--- src/ackid_csr_pkg.sv ---
/*
 Package for the per-port acknowledge-ID maintenance register bank.
 Holds offsets, field positions, reset values and the shared carrier structs.
 Assumes a 32-bit word-addressed configuration register port with byte offsets.
*/
package ackid_csr_pkg;

    // ----------------------------------------
    // Register byte offsets
    // ----------------------------------------
    localparam logic [7:0] OFS_LINK_REQUEST = 8'h40;
    localparam logic [7:0] OFS_LINK_REPLY_STATUS = 8'h44;
    localparam logic [7:0] OFS_LOCAL_ACK_COUNTERS = 8'h48;
    localparam logic [7:0] OFS_PORT_SECOND_CONTROL = 8'h54;

    // ----------------------------------------
    // Field positions and widths
    // ----------------------------------------
    localparam int ACK_W = 6;
    localparam int STATE_W = 5;
    localparam int CMD_W = 3;
    localparam int BAUD_FLAGS_W = 10;
    localparam int BAUD_SEL_W = 4;
    localparam int BIT_REPLY_VALID = 31;
    localparam int BIT_FLUSH = 31;
    localparam int BIT_SCRAMBLE_OFF = 29;
    localparam int LSB_REPLY_ACK = 5;
    localparam int LSB_REPLY_STATE = 0;
    localparam int LSB_RX_ACK = 24;
    localparam int LSB_ACCEPT_ACK = 8;
    localparam int LSB_TX_ACK = 0;
    localparam int LSB_BAUD_FLAGS = 6;
    localparam int LSB_BAUD_SEL = 0;

    // ----------------------------------------
    // Reset values
    // ----------------------------------------
    localparam logic [ACK_W-1:0] ACK_RESET = 6'h00;
    localparam logic [STATE_W-1:0] STATE_RESET = 5'h00;
    localparam logic [CMD_W-1:0] CMD_RESET = 3'h0;
    // Reset-device command: the partner sends no response symbol for it
    localparam logic [CMD_W-1:0] CMD_SILENT = 3'h3;
    localparam logic [ACK_W-1:0] ACK_ONE = 6'h01;

    // Link-request command carried in a transmitted symbol
    typedef struct packed {
        logic valid;
        logic [CMD_W-1:0] cmd;
    } link_req_t;

    // Captured fields of a received link-response symbol
    typedef struct packed {
        logic valid;
        logic [ACK_W-1:0] ack_state;
        logic [STATE_W-1:0] port_state;
    } link_resp_t;

    // Software register access
    typedef struct packed {
        logic wr;
        logic rd;
        logic [7:0] addr;
        logic [31:0] wdata;
    } cfg_req_t;

endpackage : ackid_csr_pkg

--- src/ackid_req_tracker.sv ---
/*
 Tracks one outstanding link-request and produces the reply-valid event.
 Assumes the transmitter pulses tx_sent once per request symbol sent, and
 that the command tells whether a link-response will follow.
*/
`timescale 1ns/1ns
module ackid_req_tracker
    import ackid_csr_pkg::*;
(
    input wire logic clk,
    input wire logic rst_b,
    input wire logic issue,
    input wire logic expects_reply,
    input wire logic tx_sent,
    input wire logic resp_seen,
    output logic reply_event
);

    logic pending_ff;
    logic expect_ff;

    // ----------------------------------------
    // Outstanding request bookkeeping
    // ----------------------------------------
    // New issue wins over completion so a back-to-back request is tracked
    always_ff @(posedge clk or negedge rst_b)
    begin
        if (!rst_b)
        begin
            pending_ff <= 1'b0;
            expect_ff <= 1'b0;
        end
        else if (issue)
        begin
            pending_ff <= 1'b1;
            expect_ff <= expects_reply;
        end
        else if (reply_event)
        begin
            pending_ff <= 1'b0;
        end
    end

    // Event: response for a reply command, or transmission for a silent one
    assign reply_event = pending_ff & (expect_ff ? resp_seen : tx_sent); // see RULE_01 see RULE_02

endmodule : ackid_req_tracker

--- src/link_maint_ackid_csr_bank.sv ---
/*
 Per-port link maintenance, local acknowledge-ID and second control registers.
 Assumes a single-cycle configuration register port (read data valid the
 cycle after rd), a transmitter that reports symbol sends, and a receiver
 that pulses captured link-response fields.
*/
// Operation
// RULE_01 - Reply flag sets on response, clears on read
// RULE_02 - Silent command sets flag once symbol sent
// RULE_03 - Latch response ack state into [10:5]
// RULE_04 - Latch response port state into [4:0]
// RULE_05 - Reply and ack registers need recovery option
// RULE_06 - Flush bit always reads zero
// RULE_07 - Flush discards pending, last ack = next-1
// RULE_08 - Expected rx ack writable unless flushing
// RULE_09 - Report expected packet-accepted ack id
// RULE_10 - Next tx ack write forces retransmission
// RULE_11 - Bit 29 bypasses scrambler and descrambler
// RULE_12 - Without idle two, scrambling stays enabled
// RULE_13 - Baud flags report configured line rate
// RULE_14 - Report selected baud rate in [3:0]
// RULE_15 - Request write sends link-request with command
// RULE_16 - Reserved bits read zero, ignore writes
`timescale 1ns/1ns
module link_maint_ackid_csr_bank
    import ackid_csr_pkg::*;
#(
    parameter bit SW_RECOVERY = 1'b1,
    parameter bit IDLE_SEQUENCE_TWO = 1'b1,
    parameter logic [ackid_csr_pkg::BAUD_FLAGS_W-1:0] BAUD_FLAGS = 10'h001,
    parameter logic [ackid_csr_pkg::BAUD_SEL_W-1:0] BAUD_SEL = 4'h1
)
(
    input wire logic clk,
    input wire logic rst_b,
    input wire ackid_csr_pkg::cfg_req_t cfg_req,
    output logic [31:0] cfg_rdata,
    input wire ackid_csr_pkg::link_resp_t link_resp,
    input wire logic tx_req_sent,
    input wire logic [ackid_csr_pkg::ACK_W-1:0] accept_ack_in,
    input wire logic accept_ack_load,
    input wire logic [ackid_csr_pkg::ACK_W-1:0] rx_ack_in,
    input wire logic rx_ack_load,
    input wire logic [ackid_csr_pkg::ACK_W-1:0] tx_ack_in,
    input wire logic tx_ack_load,
    output ackid_csr_pkg::link_req_t link_req,
    output logic flush_pending_acks,
    output logic retransmit,
    output logic [ackid_csr_pkg::ACK_W-1:0] last_ack_id,
    output logic [ackid_csr_pkg::ACK_W-1:0] expected_rx_ack_id,
    output logic [ackid_csr_pkg::ACK_W-1:0] expected_accept_ack_id,
    output logic [ackid_csr_pkg::ACK_W-1:0] next_tx_ack_id,
    output logic scramble_bypass
);

    // ----------------------------------------
    // Decode
    // ----------------------------------------
    function automatic logic hit(input logic [7:0] a, input logic [7:0] ofs);
        hit = (a == ofs);
    endfunction : hit

    logic wr_req;
    logic wr_ack;
    logic wr_ctl2;
    logic rd_reply;
    logic flush_wr;
    logic reply_event;
    logic reply_valid_ff;
    logic [ACK_W-1:0] reply_ack_state_ff;
    logic [STATE_W-1:0] reply_port_state_ff;
    link_req_t link_req_ff;
    logic flush_ff;
    logic retransmit_ff;
    logic [ACK_W-1:0] rx_ack_ff;
    logic [ACK_W-1:0] accept_ack_ff;
    logic [ACK_W-1:0] tx_ack_ff;
    logic [ACK_W-1:0] last_ack_ff;
    logic scramble_off_ff;
    logic [31:0] cfg_rdata_ff;
    logic [31:0] nxt_rdata;

    // Recovery-only registers vanish from the map when the option is off
    assign wr_req = cfg_req.wr & SW_RECOVERY & hit(cfg_req.addr, OFS_LINK_REQUEST); // see RULE_05
    assign wr_ack = cfg_req.wr & SW_RECOVERY & hit(cfg_req.addr, OFS_LOCAL_ACK_COUNTERS); // see RULE_05
    assign wr_ctl2 = cfg_req.wr & hit(cfg_req.addr, OFS_PORT_SECOND_CONTROL);
    assign rd_reply = cfg_req.rd & SW_RECOVERY & hit(cfg_req.addr, OFS_LINK_REPLY_STATUS);
    assign flush_wr = wr_ack & cfg_req.wdata[BIT_FLUSH];

    // ----------------------------------------
    // Link-request issue
    // ----------------------------------------
    // One-cycle command pulse to the symbol generator
    always_ff @(posedge clk or negedge rst_b)
    begin
        if (!rst_b)
        begin
            link_req_ff <= '{valid: 1'b0, cmd: CMD_RESET};
        end
        else
        begin
            link_req_ff.valid <= wr_req; // see RULE_15
            if (wr_req)
            begin
                link_req_ff.cmd <= cfg_req.wdata[CMD_W-1:0];
            end
        end
    end

    // Reset-device command draws no response from the partner
    ackid_req_tracker u_tracker (
        .clk(clk),
        .rst_b(rst_b),
        .issue(wr_req),
        .expects_reply(cfg_req.wdata[CMD_W-1:0] != CMD_SILENT),
        .tx_sent(tx_req_sent),
        .resp_seen(link_resp.valid),
        .reply_event(reply_event)
    );

    // ----------------------------------------
    // Response capture
    // ----------------------------------------
    // Set wins over the read-clear so a response in the read cycle survives
    always_ff @(posedge clk or negedge rst_b)
    begin
        if (!rst_b)
        begin
            reply_valid_ff <= 1'b0;
        end
        else if (reply_event)
        begin
            reply_valid_ff <= 1'b1; // see RULE_01 see RULE_02
        end
        else if (rd_reply)
        begin
            reply_valid_ff <= 1'b0; // see RULE_01
        end
    end

    // Fields follow every received response, newest wins
    always_ff @(posedge clk or negedge rst_b)
    begin
        if (!rst_b)
        begin
            reply_ack_state_ff <= ACK_RESET;
            reply_port_state_ff <= STATE_RESET;
        end
        else if (link_resp.valid)
        begin
            reply_ack_state_ff <= link_resp.ack_state; // see RULE_03
            reply_port_state_ff <= link_resp.port_state; // see RULE_04
        end
    end

    // ----------------------------------------
    // Acknowledge-ID counters
    // ----------------------------------------
    // Software write beats the datapath load; flush blocks the software write of the rx and tx id fields, their datapath loads still apply
    always_ff @(posedge clk or negedge rst_b)
    begin
        if (!rst_b)
        begin
            rx_ack_ff <= ACK_RESET;
            tx_ack_ff <= ACK_RESET;
            accept_ack_ff <= ACK_RESET;
            last_ack_ff <= ACK_RESET;
        end
        else
        begin
            if (wr_ack && !flush_wr)
            begin
                rx_ack_ff <= cfg_req.wdata[LSB_RX_ACK +: ACK_W]; // see RULE_08
                tx_ack_ff <= cfg_req.wdata[LSB_TX_ACK +: ACK_W]; // see RULE_10
            end
            else
            begin
                if (rx_ack_load)
                begin
                    rx_ack_ff <= rx_ack_in;
                end
                if (tx_ack_load)
                begin
                    tx_ack_ff <= tx_ack_in;
                end
            end
            if (flush_wr)
            begin
                last_ack_ff <= tx_ack_ff - ACK_ONE; // see RULE_07
                accept_ack_ff <= tx_ack_ff; // see RULE_07
            end
            else if (accept_ack_load)
            begin
                accept_ack_ff <= accept_ack_in; // see RULE_09
                last_ack_ff <= accept_ack_in - ACK_ONE;
            end
        end
    end

    // Command pulses to the transmitter
    always_ff @(posedge clk or negedge rst_b)
    begin
        if (!rst_b)
        begin
            flush_ff <= 1'b0;
            retransmit_ff <= 1'b0;
        end
        else
        begin
            flush_ff <= flush_wr; // see RULE_07
            retransmit_ff <= wr_ack & ~flush_wr; // see RULE_10
        end
    end

    // ----------------------------------------
    // Second control register
    // ----------------------------------------
    // Without idle sequence two the scrambler cannot be turned off
    always_ff @(posedge clk or negedge rst_b)
    begin
        if (!rst_b)
        begin
            scramble_off_ff <= 1'b0;
        end
        else if (wr_ctl2)
        begin
            scramble_off_ff <= cfg_req.wdata[BIT_SCRAMBLE_OFF] & IDLE_SEQUENCE_TWO; // see RULE_11 see RULE_12
        end
    end

    // ----------------------------------------
    // Read mux
    // ----------------------------------------
    always_comb
    begin
        nxt_rdata = 32'h0000_0000; // see RULE_16
        if (cfg_req.rd)
        begin
            if (SW_RECOVERY && hit(cfg_req.addr, OFS_LINK_REQUEST))
            begin
                nxt_rdata[CMD_W-1:0] = link_req_ff.cmd;
            end
            else if (SW_RECOVERY && hit(cfg_req.addr, OFS_LINK_REPLY_STATUS))
            begin
                nxt_rdata[BIT_REPLY_VALID] = reply_valid_ff;
                nxt_rdata[LSB_REPLY_ACK +: ACK_W] = reply_ack_state_ff; // see RULE_03
                nxt_rdata[LSB_REPLY_STATE +: STATE_W] = reply_port_state_ff; // see RULE_04
            end
            else if (SW_RECOVERY && hit(cfg_req.addr, OFS_LOCAL_ACK_COUNTERS))
            begin
                // Flush bit is never stored, so it reads zero
                nxt_rdata[BIT_FLUSH] = 1'b0; // see RULE_06
                nxt_rdata[LSB_RX_ACK +: ACK_W] = rx_ack_ff;
                nxt_rdata[LSB_ACCEPT_ACK +: ACK_W] = accept_ack_ff; // see RULE_09
                nxt_rdata[LSB_TX_ACK +: ACK_W] = tx_ack_ff;
            end
            else if (hit(cfg_req.addr, OFS_PORT_SECOND_CONTROL))
            begin
                nxt_rdata[BIT_SCRAMBLE_OFF] = scramble_off_ff;
                nxt_rdata[LSB_BAUD_FLAGS +: BAUD_FLAGS_W] = BAUD_FLAGS; // see RULE_13
                nxt_rdata[LSB_BAUD_SEL +: BAUD_SEL_W] = BAUD_SEL; // see RULE_14
            end
        end
    end

    // Registered read data, one cycle after rd
    always_ff @(posedge clk or negedge rst_b)
    begin
        if (!rst_b)
        begin
            cfg_rdata_ff <= 32'h0000_0000;
        end
        else
        begin
            cfg_rdata_ff <= nxt_rdata;
        end
    end

    assign cfg_rdata = cfg_rdata_ff;
    assign link_req = link_req_ff;
    assign flush_pending_acks = flush_ff;
    assign retransmit = retransmit_ff;
    assign last_ack_id = last_ack_ff;
    assign expected_rx_ack_id = rx_ack_ff;
    assign expected_accept_ack_id = accept_ack_ff;
    assign next_tx_ack_id = tx_ack_ff;
    assign scramble_bypass = scramble_off_ff; // see RULE_11

endmodule : link_maint_ackid_csr_bank

--- config.mk ---
export PLATFORM = sky130hd
export DESIGN_NAME = link_maint_ackid_csr_bank
export DESIGN_NICKNAME = d
export VERILOG_FILES = /design/src/ackid_csr_pkg.sv /design/src/ackid_req_tracker.sv /design/src/link_maint_ackid_csr_bank.sv
export SDC_FILE = /design/constraint.sdc
export NUM_CORES = 1
export LEC_CHECK = 0
export BUFFER_PORTS_ARGS = -buffer_cell sky130_fd_sc_hd__buf_2
export CORE_ASPECT_RATIO = 0.75
export CORE_MARGIN = 2
export CORE_UTILIZATION = 48
export CTS_BUF_LIST = sky130_fd_sc_hd__clkbuf_8
export CTS_CLUSTER_DIAMETER = 40
export DETAILED_ROUTE_END_ITERATION = 7
export GPL_ROUTABILITY_DRIVEN = 0
export GPL_TIMING_DRIVEN = 0
export PLACE_DENSITY = 0.85
export SYNTH_ARGS = -nofsm -noshare
export SYNTH_HDL_FRONTEND = slang
export SYNTH_SLANG_ARGS = --single-unit
--- constraint.sdc ---
create_clock -name clk -period 2.6 [get_ports clk]
set_input_delay 0.13 -clock clk [delete_from_list [all_inputs] [get_ports clk]]
set_output_delay 0.13 -clock clk [all_outputs]
set_load 0.005 [all_outputs]
# After elaboration in Yosys (flattened, before gate mapping)
# Cells that the tools add are included.
# W data, S select, Z words.
# op_classes
shift	0
order_cmp	0
n_mul	0
n_addsub	2
div	0
reduce_logical	7
muxes	33
n_bitwise	8
eq_ne	5
# ops
cell	count
$mux W6	12
$eq A8 B7 Y1 const B	4
$mux W16	1
$mux W13	1
$mux W1	12
$sub A6 B1 Y6 const B	2
$mux W11	1
$reduce_bool A2 Y1	5
$and A1 B1 Y1	7
$mux W3	2
$mux W5	1
$mux W2	2
$mux W4	1
$ne A3 B2 Y1 const B	1
$logic_and A1 B1 Y1	1
$logic_not A1 Y1	1
$not A1 Y1	1
# word_totals
mem_bits_ro	0
in_bits	78
latchBits	0
mem_count	0
word_cells	70
ramBits	0
regBits	68

# Longest topological paths before layout
# Gate-level depths: netlist of the first run.
# depth
ltp_word	6
depth_mapped	13
depth_no_buf	11

# By module
# Synthesis of the first run repeated with hierarchy kept, for this count alone.
# unflattened
cells_unflattened	268
hier_area_um2	3011.6
# modules_own_cells
mod	instances	cells_per_inst	area_each_um2	seq_area_each_um2
link_maint_ackid_csr_bank	1	262	2926.6	1601.5
ackid_req_tracker	1	6	85.1	50.0

# Worst setup path after synthesis of the first run
# Ideal clock, no wire load.
# synth_path
path_type	input -> register
from	input port cfg_req[34] in the netlist's numbering
to	register last_ack_ff[4] (netlist: last_ack_id[4])
stages	12
path_slack_ns	0.107
required_ns	2.475
t_arrival_ns	2.368
cell_sequence	buf_6 -> or4b_4 -> or3_1 -> buf_2 -> buf_2 -> a21boi_0 -> ha_1 -> nor3b_1 -> xnor2_1 -> a21oi_1 -> nor2_1 -> a21oi_1
# synth_between
elab_chain_cells	4
word_cells_on_any_way	5
# synth_rtl
item	line	source
from (decl)	link_maint_ackid_csr_bank.sv:36	input wire ackid_csr_pkg::cfg_req_t cfg_req,
$eq A8 B7 Y1 (*)	link_maint_ackid_csr_bank.sv:60	hit = (a == ofs);
$and A1 B1 Y1 (*)	link_maint_ackid_csr_bank.sv:85	assign wr_ack = cfg_req.wr & SW_RECOVERY & hit(cfg_req.addr, OFS_LOCAL_ACK_COUNTERS);
$and A1 B1 Y1 (*)	link_maint_ackid_csr_bank.sv:88	assign flush_wr = wr_ack & cfg_req.wdata[BIT_FLUSH];
$mux W6 / $reduce_bool A2 Y1 (equally long branches)	-	
to (signal assigned)	link_maint_ackid_csr_bank.sv:189	last_ack_ff <= tx_ack_ff - ACK_ONE;
to (signal assigned)	link_maint_ackid_csr_bank.sv:195	last_ack_ff <= accept_ack_in - ACK_ONE;
to (decl)	link_maint_ackid_csr_bank.sv:78	logic [ACK_W-1:0] last_ack_ff;
# Every way passes the cells marked *; elsewhere a longest branch is shown, timed or not.
# A chain may end at the register's enable or synchronous reset.

# Worst setup path in the final report of the first run
# layout_path
from	input port cfg_req[37] in the netlist's numbering
to	register last_ack_ff[4] (netlist: last_ack_id[4])
# The elaborated chain is that of the path after synthesis.

==> results of run 1 <==
final timing paths:
path | depth (start not counted) | endpoint | slack, ps
max | 12 | last_ack_id[4]$_DFFE_PN0P_ | 230
max in group asynchronous | 2 | link_req[3]$_DFF_PN0_ | 1610
min reg2reg | 1 | cfg_rdata[7]$_DFF_PN0_ | 480
min in group asynchronous | 2 | flush_pending_acks$_DFF_PN0_ | 420
min | 2 | reply_ack_state_ff[2]$_DFFE_PN0P_ | 20
max reg2reg | 5 | last_ack_id[5]$_DFFE_PN0P_ | 460
state kept, by name (all words and copies together), names as in the netlist:
| register | count |
|---|---|
| scramble_bypass | 1 |
| u_tracker.expect_ff | 1 |
| reply_ack_state_ff | 6 |
| next_tx_ack_id | 6 |
| link_req | 4 |
| last_ack_id | 6 |
| reply_valid_ff | 1 |
| u_tracker.pending_ff | 1 |
| cfg_rdata | 21 |
| expected_rx_ack_id | 6 |
| flush_pending_acks | 1 |
| reply_port_state_ff | 5 |
| expected_accept_ack_id | 6 |
| retransmit | 1 |
layout make-up:
cell class | count | area, sq um
tap | 78 | 97.6
clock inverter | 5 | 47.5
sequential | 66 | 1650
multi-input combinational | 188 | 1240
buffer | 24 | 146
clock buffer | 10 | 138
inverter | 4 | 15.0
fill | 491 | 2040
timing repair buffer | 109 | 568
metal layers:
| layer | wire length (um) | vias to the layer above |
|---|---|---|
| met5 | 0 | - |
| met4 | 77 | 0 |
| met2 | 3370 | 92 |
| li1 | - | 1175 |
| met1 | 3150 | 1191 |
| met3 | 566 | 10 |
power by group through the flow:
stage | Combinational, uW | Clock, uW | Sequential, uW
after floorplan | 135 | 0 | 1150
after global placement | 262 | 0 | 1160
after detailed placement | 271 | 0 | 1160
after CTS | 275 | 841 | 1140
after global routing | 309 | 885 | 1150
final | 276 | 824 | 1140
stage by stage:
stage                     setup WS, ps  utilization  total power [uW]
final                              225        0.657              2240
after global routing              61.6        0.657              2340
after CTS                          168        0.654              2260
after detailed placement          -193        0.618              1430
after global placement            -159        0.618              1420
after floorplan                    107            -              1290
repair_timing:
action                                  CTS  global route
resized for setup                         0             2
hold buffers                              3             1
endpoints found under the hold margin    68             1
buffers inserted                          0             0
endpoints found under the setup margin    0             1
cells in the final DEF, fill, tap and decap left out, types with 6 or more instances in the layout:
master	synthesis	routed
mux2i_1	22	22
clkbuf_8	0	10
buf_4	12	13
a22oi_1	7	7
a21oi_1	21	21
and2_1	11	11
conb_1	1	11
dfrtp_1	66	66
nor2_1	34	34
buf_2	3	107
o21ai_0	8	8
nand2_1	15	15
mux2_2	14	14
inv_1	4	6
worst max-delay path, delay by kind of cell:
kind                       cells  cell delay, ps
and+or+nand+nor                4            1300
buffers and inverters          3             430
AOI/OAI and AO/OA              3             330
adders and majority gates      1             250
xor gates and xnor gates       1             150
kinds of logic after synthesis:
group / Yosys count / share of synthesized area
other cells: 1 / 0.00124
flops: 66 / 0.548
mux: 36 / 0.125
buf+inv: 28 / 0.0536
simple gates: 86 / 0.147
fa+ha+maj: 1 / 0.00415
xor+xnor: 5 / 0.0145
compound gates: 49 / 0.106
==> flow_metrics.py, run 1 <==
metrics = {
    "worst_hold_path": {
        "min_from": "link_resp[7]",
        "hold_path_class": "input port to register",
    },
    "cts": {
        "cts_sinks": 66,
        "cts_htree_levels": 3,
        "cts_inserted_buffers": 9,
        "clock_path_buffers": 2,
        "clkLatencyLatePin_ps": 340,
        "cts_tree": "built",
        "clock_tree.root_cell": "clkbuf_8",
        "clk_pin_slew_worst_paths_ps": 70,
    },
    "pwr": {
        "p_comb_frac": 0.123,
        "ir_drop_v": 0.000283,
        "p_clk_frac": 0.367,
        "switching_share": 0.247,
        "powerDensity_nw_per_um2": 574,
        "internal_power_uw": 1690,
        "p_switching_uw": 554,
        "p_leak_uw": 0.00205,
        "sequentialPowerShare": 0.509,
    },
    "worst_setup_path": {
        "crit_path_top_delay_cell": "or4b_4",
        "max_stage_delay_ps": 570,
        "required_ps": 2820,
        "cp-end-kind": "register",
        "path_class": "input port to register",
        "cp_max_fo": 10,
        "critPathMostFrequentCell": "buf_2",
        "critPathLaunchType": "input port",
        "r2r_start": "next_tx_ack_id[2]$_DFFE_PN0P_",
        "critical_path_arrival_ps": 2600,
        "crit_path_cell_trace": "buf_2, or4b_4, or3_1, buf_2, buf_2, a21boi_0, ha_2, nor3b_1, xnor2_1, a21oi_1, nor2_1, a21oi_1",
        "crit_start": "cfg_req[37]",
    },
    "logic_synthesis": {
        "synth_edf_count": 0,
        "ys_warn_count": 0,
        "synth_seq_cells": 66,
        "synth_common_cells": "66 x dfrtp_1, 34 x nor2_1, 22 x mux2i_1",
        "synth_cell_types": 43,
        "yosysSeqAreaShare": 0.548,
        "synth_top_cell_by_area": "dfrtp_1",
        "synth_top_area_frac": 0.548,
        "syn_area_sq_um": 3010,
        "yosysMostFrequentCell": "dfrtp_1",
        "synth_cells": 272,
        "async_flop_share": 1.00,
        "synth.area.top_cells": "dfrtp_1 55%, mux2i_1 7.3%, mux2_2 5.2%",
        "synth.avg_cell_area_sq_um": 11.1,
        "synth_top_flop_cell": "dfrtp_1",
    },
    "sta": {
        "hold_violations": 0,
        "fmaxAchievable_mhz": 421,
        "fin_crit_sh": 0.913,
        "timing_worst_slew_pin_value_ps": 837,
        "grt_setup_unrepaired": "no",
        "relSlewSlack": 0.442,
        "finClkSkew_ps": 3.55,
        "tns_ps": 0,
        "maxSlewViolCount": 0,
        "setup_viol": 0,
        "finalCriticalPeriod_ps": 2370,
        "worst_hold_slack_ps": 17.2,
    },
    "routing": {
        "ant_nets": 0,
        "drc_errors": 0,
        "wl_per_cell_um": 14.8,
        "route.vias.total": 2468,
        "drtIter0Drc": 79,
        "viasPerCell": 5.10,
        "wirelength_um": 7170,
        "dr.pass1.iters": 5,
    },
    "global_routing": {
        "grt-busiest-layer": "met2",
        "met3_usage": 0.0909,
        "grt_util_met1": 0.290,
        "grt_usage": 0.221,
        "gr-usage-met2": 0.345,
        "antenna_found_initial": 0,
        "grt_pass1_vias": 2370,
        "grt_pass1_wl_um": 11300,
        "grt_max_degree": 67,
        "grt-ovfl-total": 0,
    },
    "floorplan": {
        "die-width_um": 95.5,
        "floorplan.initialDensity": 0.507,
        "row_count": 24,
        "die_h_um": 72.6,
        "die_area_sq_um": 6930,
        "io_pins": 141,
        "core_region_area_sq_um": 5950,
    },
    "placed_design": {
        "hpwl_um": 5360,
        "placed_cell_area_sq_um": 3680,
        "port_buffers": 105,
        "place_inst": 465,
    },
    "final_layout": {
        "final_area_sq_um": 3910,
        "area_growth_pct": 29.7,
        "drive_above_1_share": 0.382,
        "nNetsFinal": 481,
        "antennaDiodeCount": 0,
        "stdcell_count": 484,
    },
    "status": {
        "outcome": "complete, no violations",
    },
    "flow_run": {
        "max_cap_violations": 0,
    },
}
Note: power is estimated with default switching activity, not from simulation.
==> run 2: changes to the inputs <==
--- a/config.mk
+++ b/config.mk
@@ -7,14 +7,13 @@
 export LEC_CHECK = 0
 export BUFFER_PORTS_ARGS = -buffer_cell sky130_fd_sc_hd__buf_2
 export CORE_ASPECT_RATIO = 0.75
-export CORE_MARGIN = 2
 export CORE_UTILIZATION = 48
 export CTS_BUF_LIST = sky130_fd_sc_hd__clkbuf_8
 export CTS_CLUSTER_DIAMETER = 40
 export DETAILED_ROUTE_END_ITERATION = 7
 export GPL_ROUTABILITY_DRIVEN = 0
 export GPL_TIMING_DRIVEN = 0
-export PLACE_DENSITY = 0.85
+export PLACE_DENSITY = 0.82
 export SYNTH_ARGS = -nofsm -noshare
 export SYNTH_HDL_FRONTEND = slang
 export SYNTH_SLANG_ARGS = --single-unit
==> flow_metrics.py, run 2 (same netlist as run 1, synthesis figures left out) <==
metrics = {
    "final_layout": {
        "final_area_sq_um": 3940,
        "fill_cells": 501,
        "nNetsFinal": 479,
        "area_growth_pct": 30.8,
        "utilization": 0.663,
        "antennaDiodeCount": 0,
        "layout_commonest_cell": "buf_2",
        "largest_reg_flops": 21,
        "final_cell_mix": "107 x buf_2, 66 x dfrtp_1, 34 x nor2_1",
        "drive_above_1_share": 0.390,
    },
    "pwr": {
        "p_leak_uw": 0.00206,
        "powerDensity_nw_per_um2": 614,
        "p_switching_uw": 568,
        "p_clk_frac": 0.413,
        "internal_power_uw": 1850,
        "sequentialPowerShare": 0.474,
        "ir_drop_v": 0.000400,
        "p_comb_frac": 0.113,
        "switching_share": 0.235,
    },
    "global_routing": {
        "grt_pass1_wl_um": 11900,
        "grt_usage": 0.240,
        "grt_util_met1": 0.323,
        "antenna_found_initial": 0,
        "grt_pass1_vias": 2359,
        "met3_usage": 0.0817,
        "grt-ovfl-total": 0,
        "gr-usage-met2": 0.378,
        "grt-busiest-layer": "met2",
        "grt_max_degree": 67,
    },
    "cts": {
        "clock_tree.root_cell": "clkbuf_8",
        "cts_inserted_buffers": 9,
        "clkLatencyLatePin_ps": 340,
        "clock_path_buffers": 2,
        "clk_pin_slew_worst_paths_ps": 70,
        "cts_htree_levels": 3,
        "cts_setup_buffers": 0,
        "cts_tree": "built",
        "cts_sinks": 66,
    },
    "sta": {
        "finalCriticalPeriod_ps": 2450,
        "worst_hold_slack_ps": 26.5,
        "hold_violations": 0,
        "fmaxAchievable_mhz": 408,
        "layout_setup_ws_ps": 149,
        "finClkSkew_ps": 6.27,
        "tns_ps": 0,
        "timing_worst_slew_pin_value_ps": 818,
        "setup_viol": 0,
        "fin_crit_sh": 0.943,
        "grt_setup_unrepaired": "no",
        "relSlewSlack": 0.455,
        "maxSlewViolCount": 0,
    },
    "worst_setup_path": {
        "crit_start": "cfg_req[37]",
        "crit_path_top_delay_cell": "or4b_4",
        "critical_path_arrival_ps": 2670,
        "cp_max_fo": 10,
        "path_class": "input port to register",
        "critPathLaunchType": "input port",
        "required_ps": 2820,
        "crit_path_cell_trace": "buf_2, or4b_4, or3_1, buf_2, buf_2, a21boi_0, ha_2, nor3b_1, xnor2_1, a21oi_1, nor2_1, a21oi_1",
        "max_stage_delay_ps": 570,
        "r2r_start": "next_tx_ack_id[2]$_DFFE_PN0P_",
        "crit_family": "simple AND/OR/NAND/NOR gates",
        "worst-path-buf-inv": 3,
        "cp-end-kind": "register",
        "critPathMostFrequentCell": "buf_2",
    },
    "floorplan": {
        "row_count": 24,
        "io_pins": 141,
        "floorplan.initialDensity": 0.507,
        "die_h_um": 70.6,
        "die_area_sq_um": 6600,
        "die-width_um": 93.5,
        "core_region_area_sq_um": 5950,
    },
    "worst_hold_path": {
        "min_from": "link_resp[7]",
        "hold_path_class": "input port to register",
    },
    "routing": {
        "dr.pass1.iters": 4,
        "wirelength_um": 7260,
        "drtIter0Drc": 135,
        "drc_errors": 0,
        "route.vias.total": 2492,
        "wl_per_cell_um": 15.0,
        "ant_nets": 0,
        "viasPerCell": 5.16,
    },
    "placed_design": {
        "placed_cell_area_sq_um": 3680,
        "port_buffers": 105,
        "post-place-ws_ps": -210,
        "hpwl_um": 5350,
    },
    "flow_run": {
        "max_cap_violations": 0,
    },
    "status": {
        "outcome": "complete, no violations",
    },
}
==> run 2: path summary, 6_finish.rpt <==
path	endpoint	slack, ps	cells after the start
setup / recovery	last_ack_id[4]$_DFFE_PN0P_	150	12
hold / removal	reply_ack_state_ff[2]$_DFFE_PN0P_	30	2
setup reg to reg	last_ack_id[5]$_DFFE_PN0P_	410	5
hold reg to reg	cfg_rdata[7]$_DFF_PN0_	470	1
max in group asynchronous	reply_valid_ff$_DFFE_PN0P_	1630	2
min in group asynchronous	flush_pending_acks$_DFF_PN0_	420	2
==> run 2: cell type report <==
type                    count  area (sq um)  share of cell area
plain buffers              24           146              0.0372
clock buffers              12           165              0.0419
clock inverters             4          72.6              0.0184
inverters                   4          15.0             0.00381
multi-input cells         188          1240               0.316
flip-flops and latches     66          1650               0.419
well taps                  78          97.6              0.0248
repair buffers            107           548               0.139
==> run 2: through the flow <==
| step | cells | power (uW) |
|---|---|---|
| after floorplan | 282 | 1290 |
| after global routing | 483 | 2530 |
| after global placement | 465 | 1420 |
| after CTS | 483 | 2440 |
| after detailed placement | 465 | 1430 |
| final | 483 | 2420 |
==> run 2: per-layer routing <==
metal	up-vias	wire length, um	share of wire
met5	-	0	0
met4	0	47	0.0065
met3	6	546	0.075
met2	99	3500	0.48
met1	1207	3170	0.44
li1	1180	-	-
==> run 2: power groups by stage <==
stage / clock network (uW) / logic (uW) / registers, uW
6_report: 998 / 274 / 1140
5_1_grt: 1070 / 305 / 1150
4_1_cts: 1020 / 275 / 1140
3_5_place_dp: 0 / 271 / 1160
3_3_place_gp: 0 / 262 / 1160
2_1_floorplan: 0 / 135 / 1150
==> run 2: timing repair <==
| item | in CTS | in global routing |
|---|---|---|
| gates resized for setup | 0 | 2 |
| setup endpoints to repair | 0 | 1 |
| hold endpoints to repair | 67 | 0 |
| hold buffers | 2 | 0 |
==> run 2: worst reg2reg max path: cells and delay by family (launching register included) <==
family | cells | cell delay [ps]
AOI/OAI and AO/OA | 2 | 450
and+or+nand+nor | 2 | 980
DFF | 1 | 490
muxes | 1 | 140
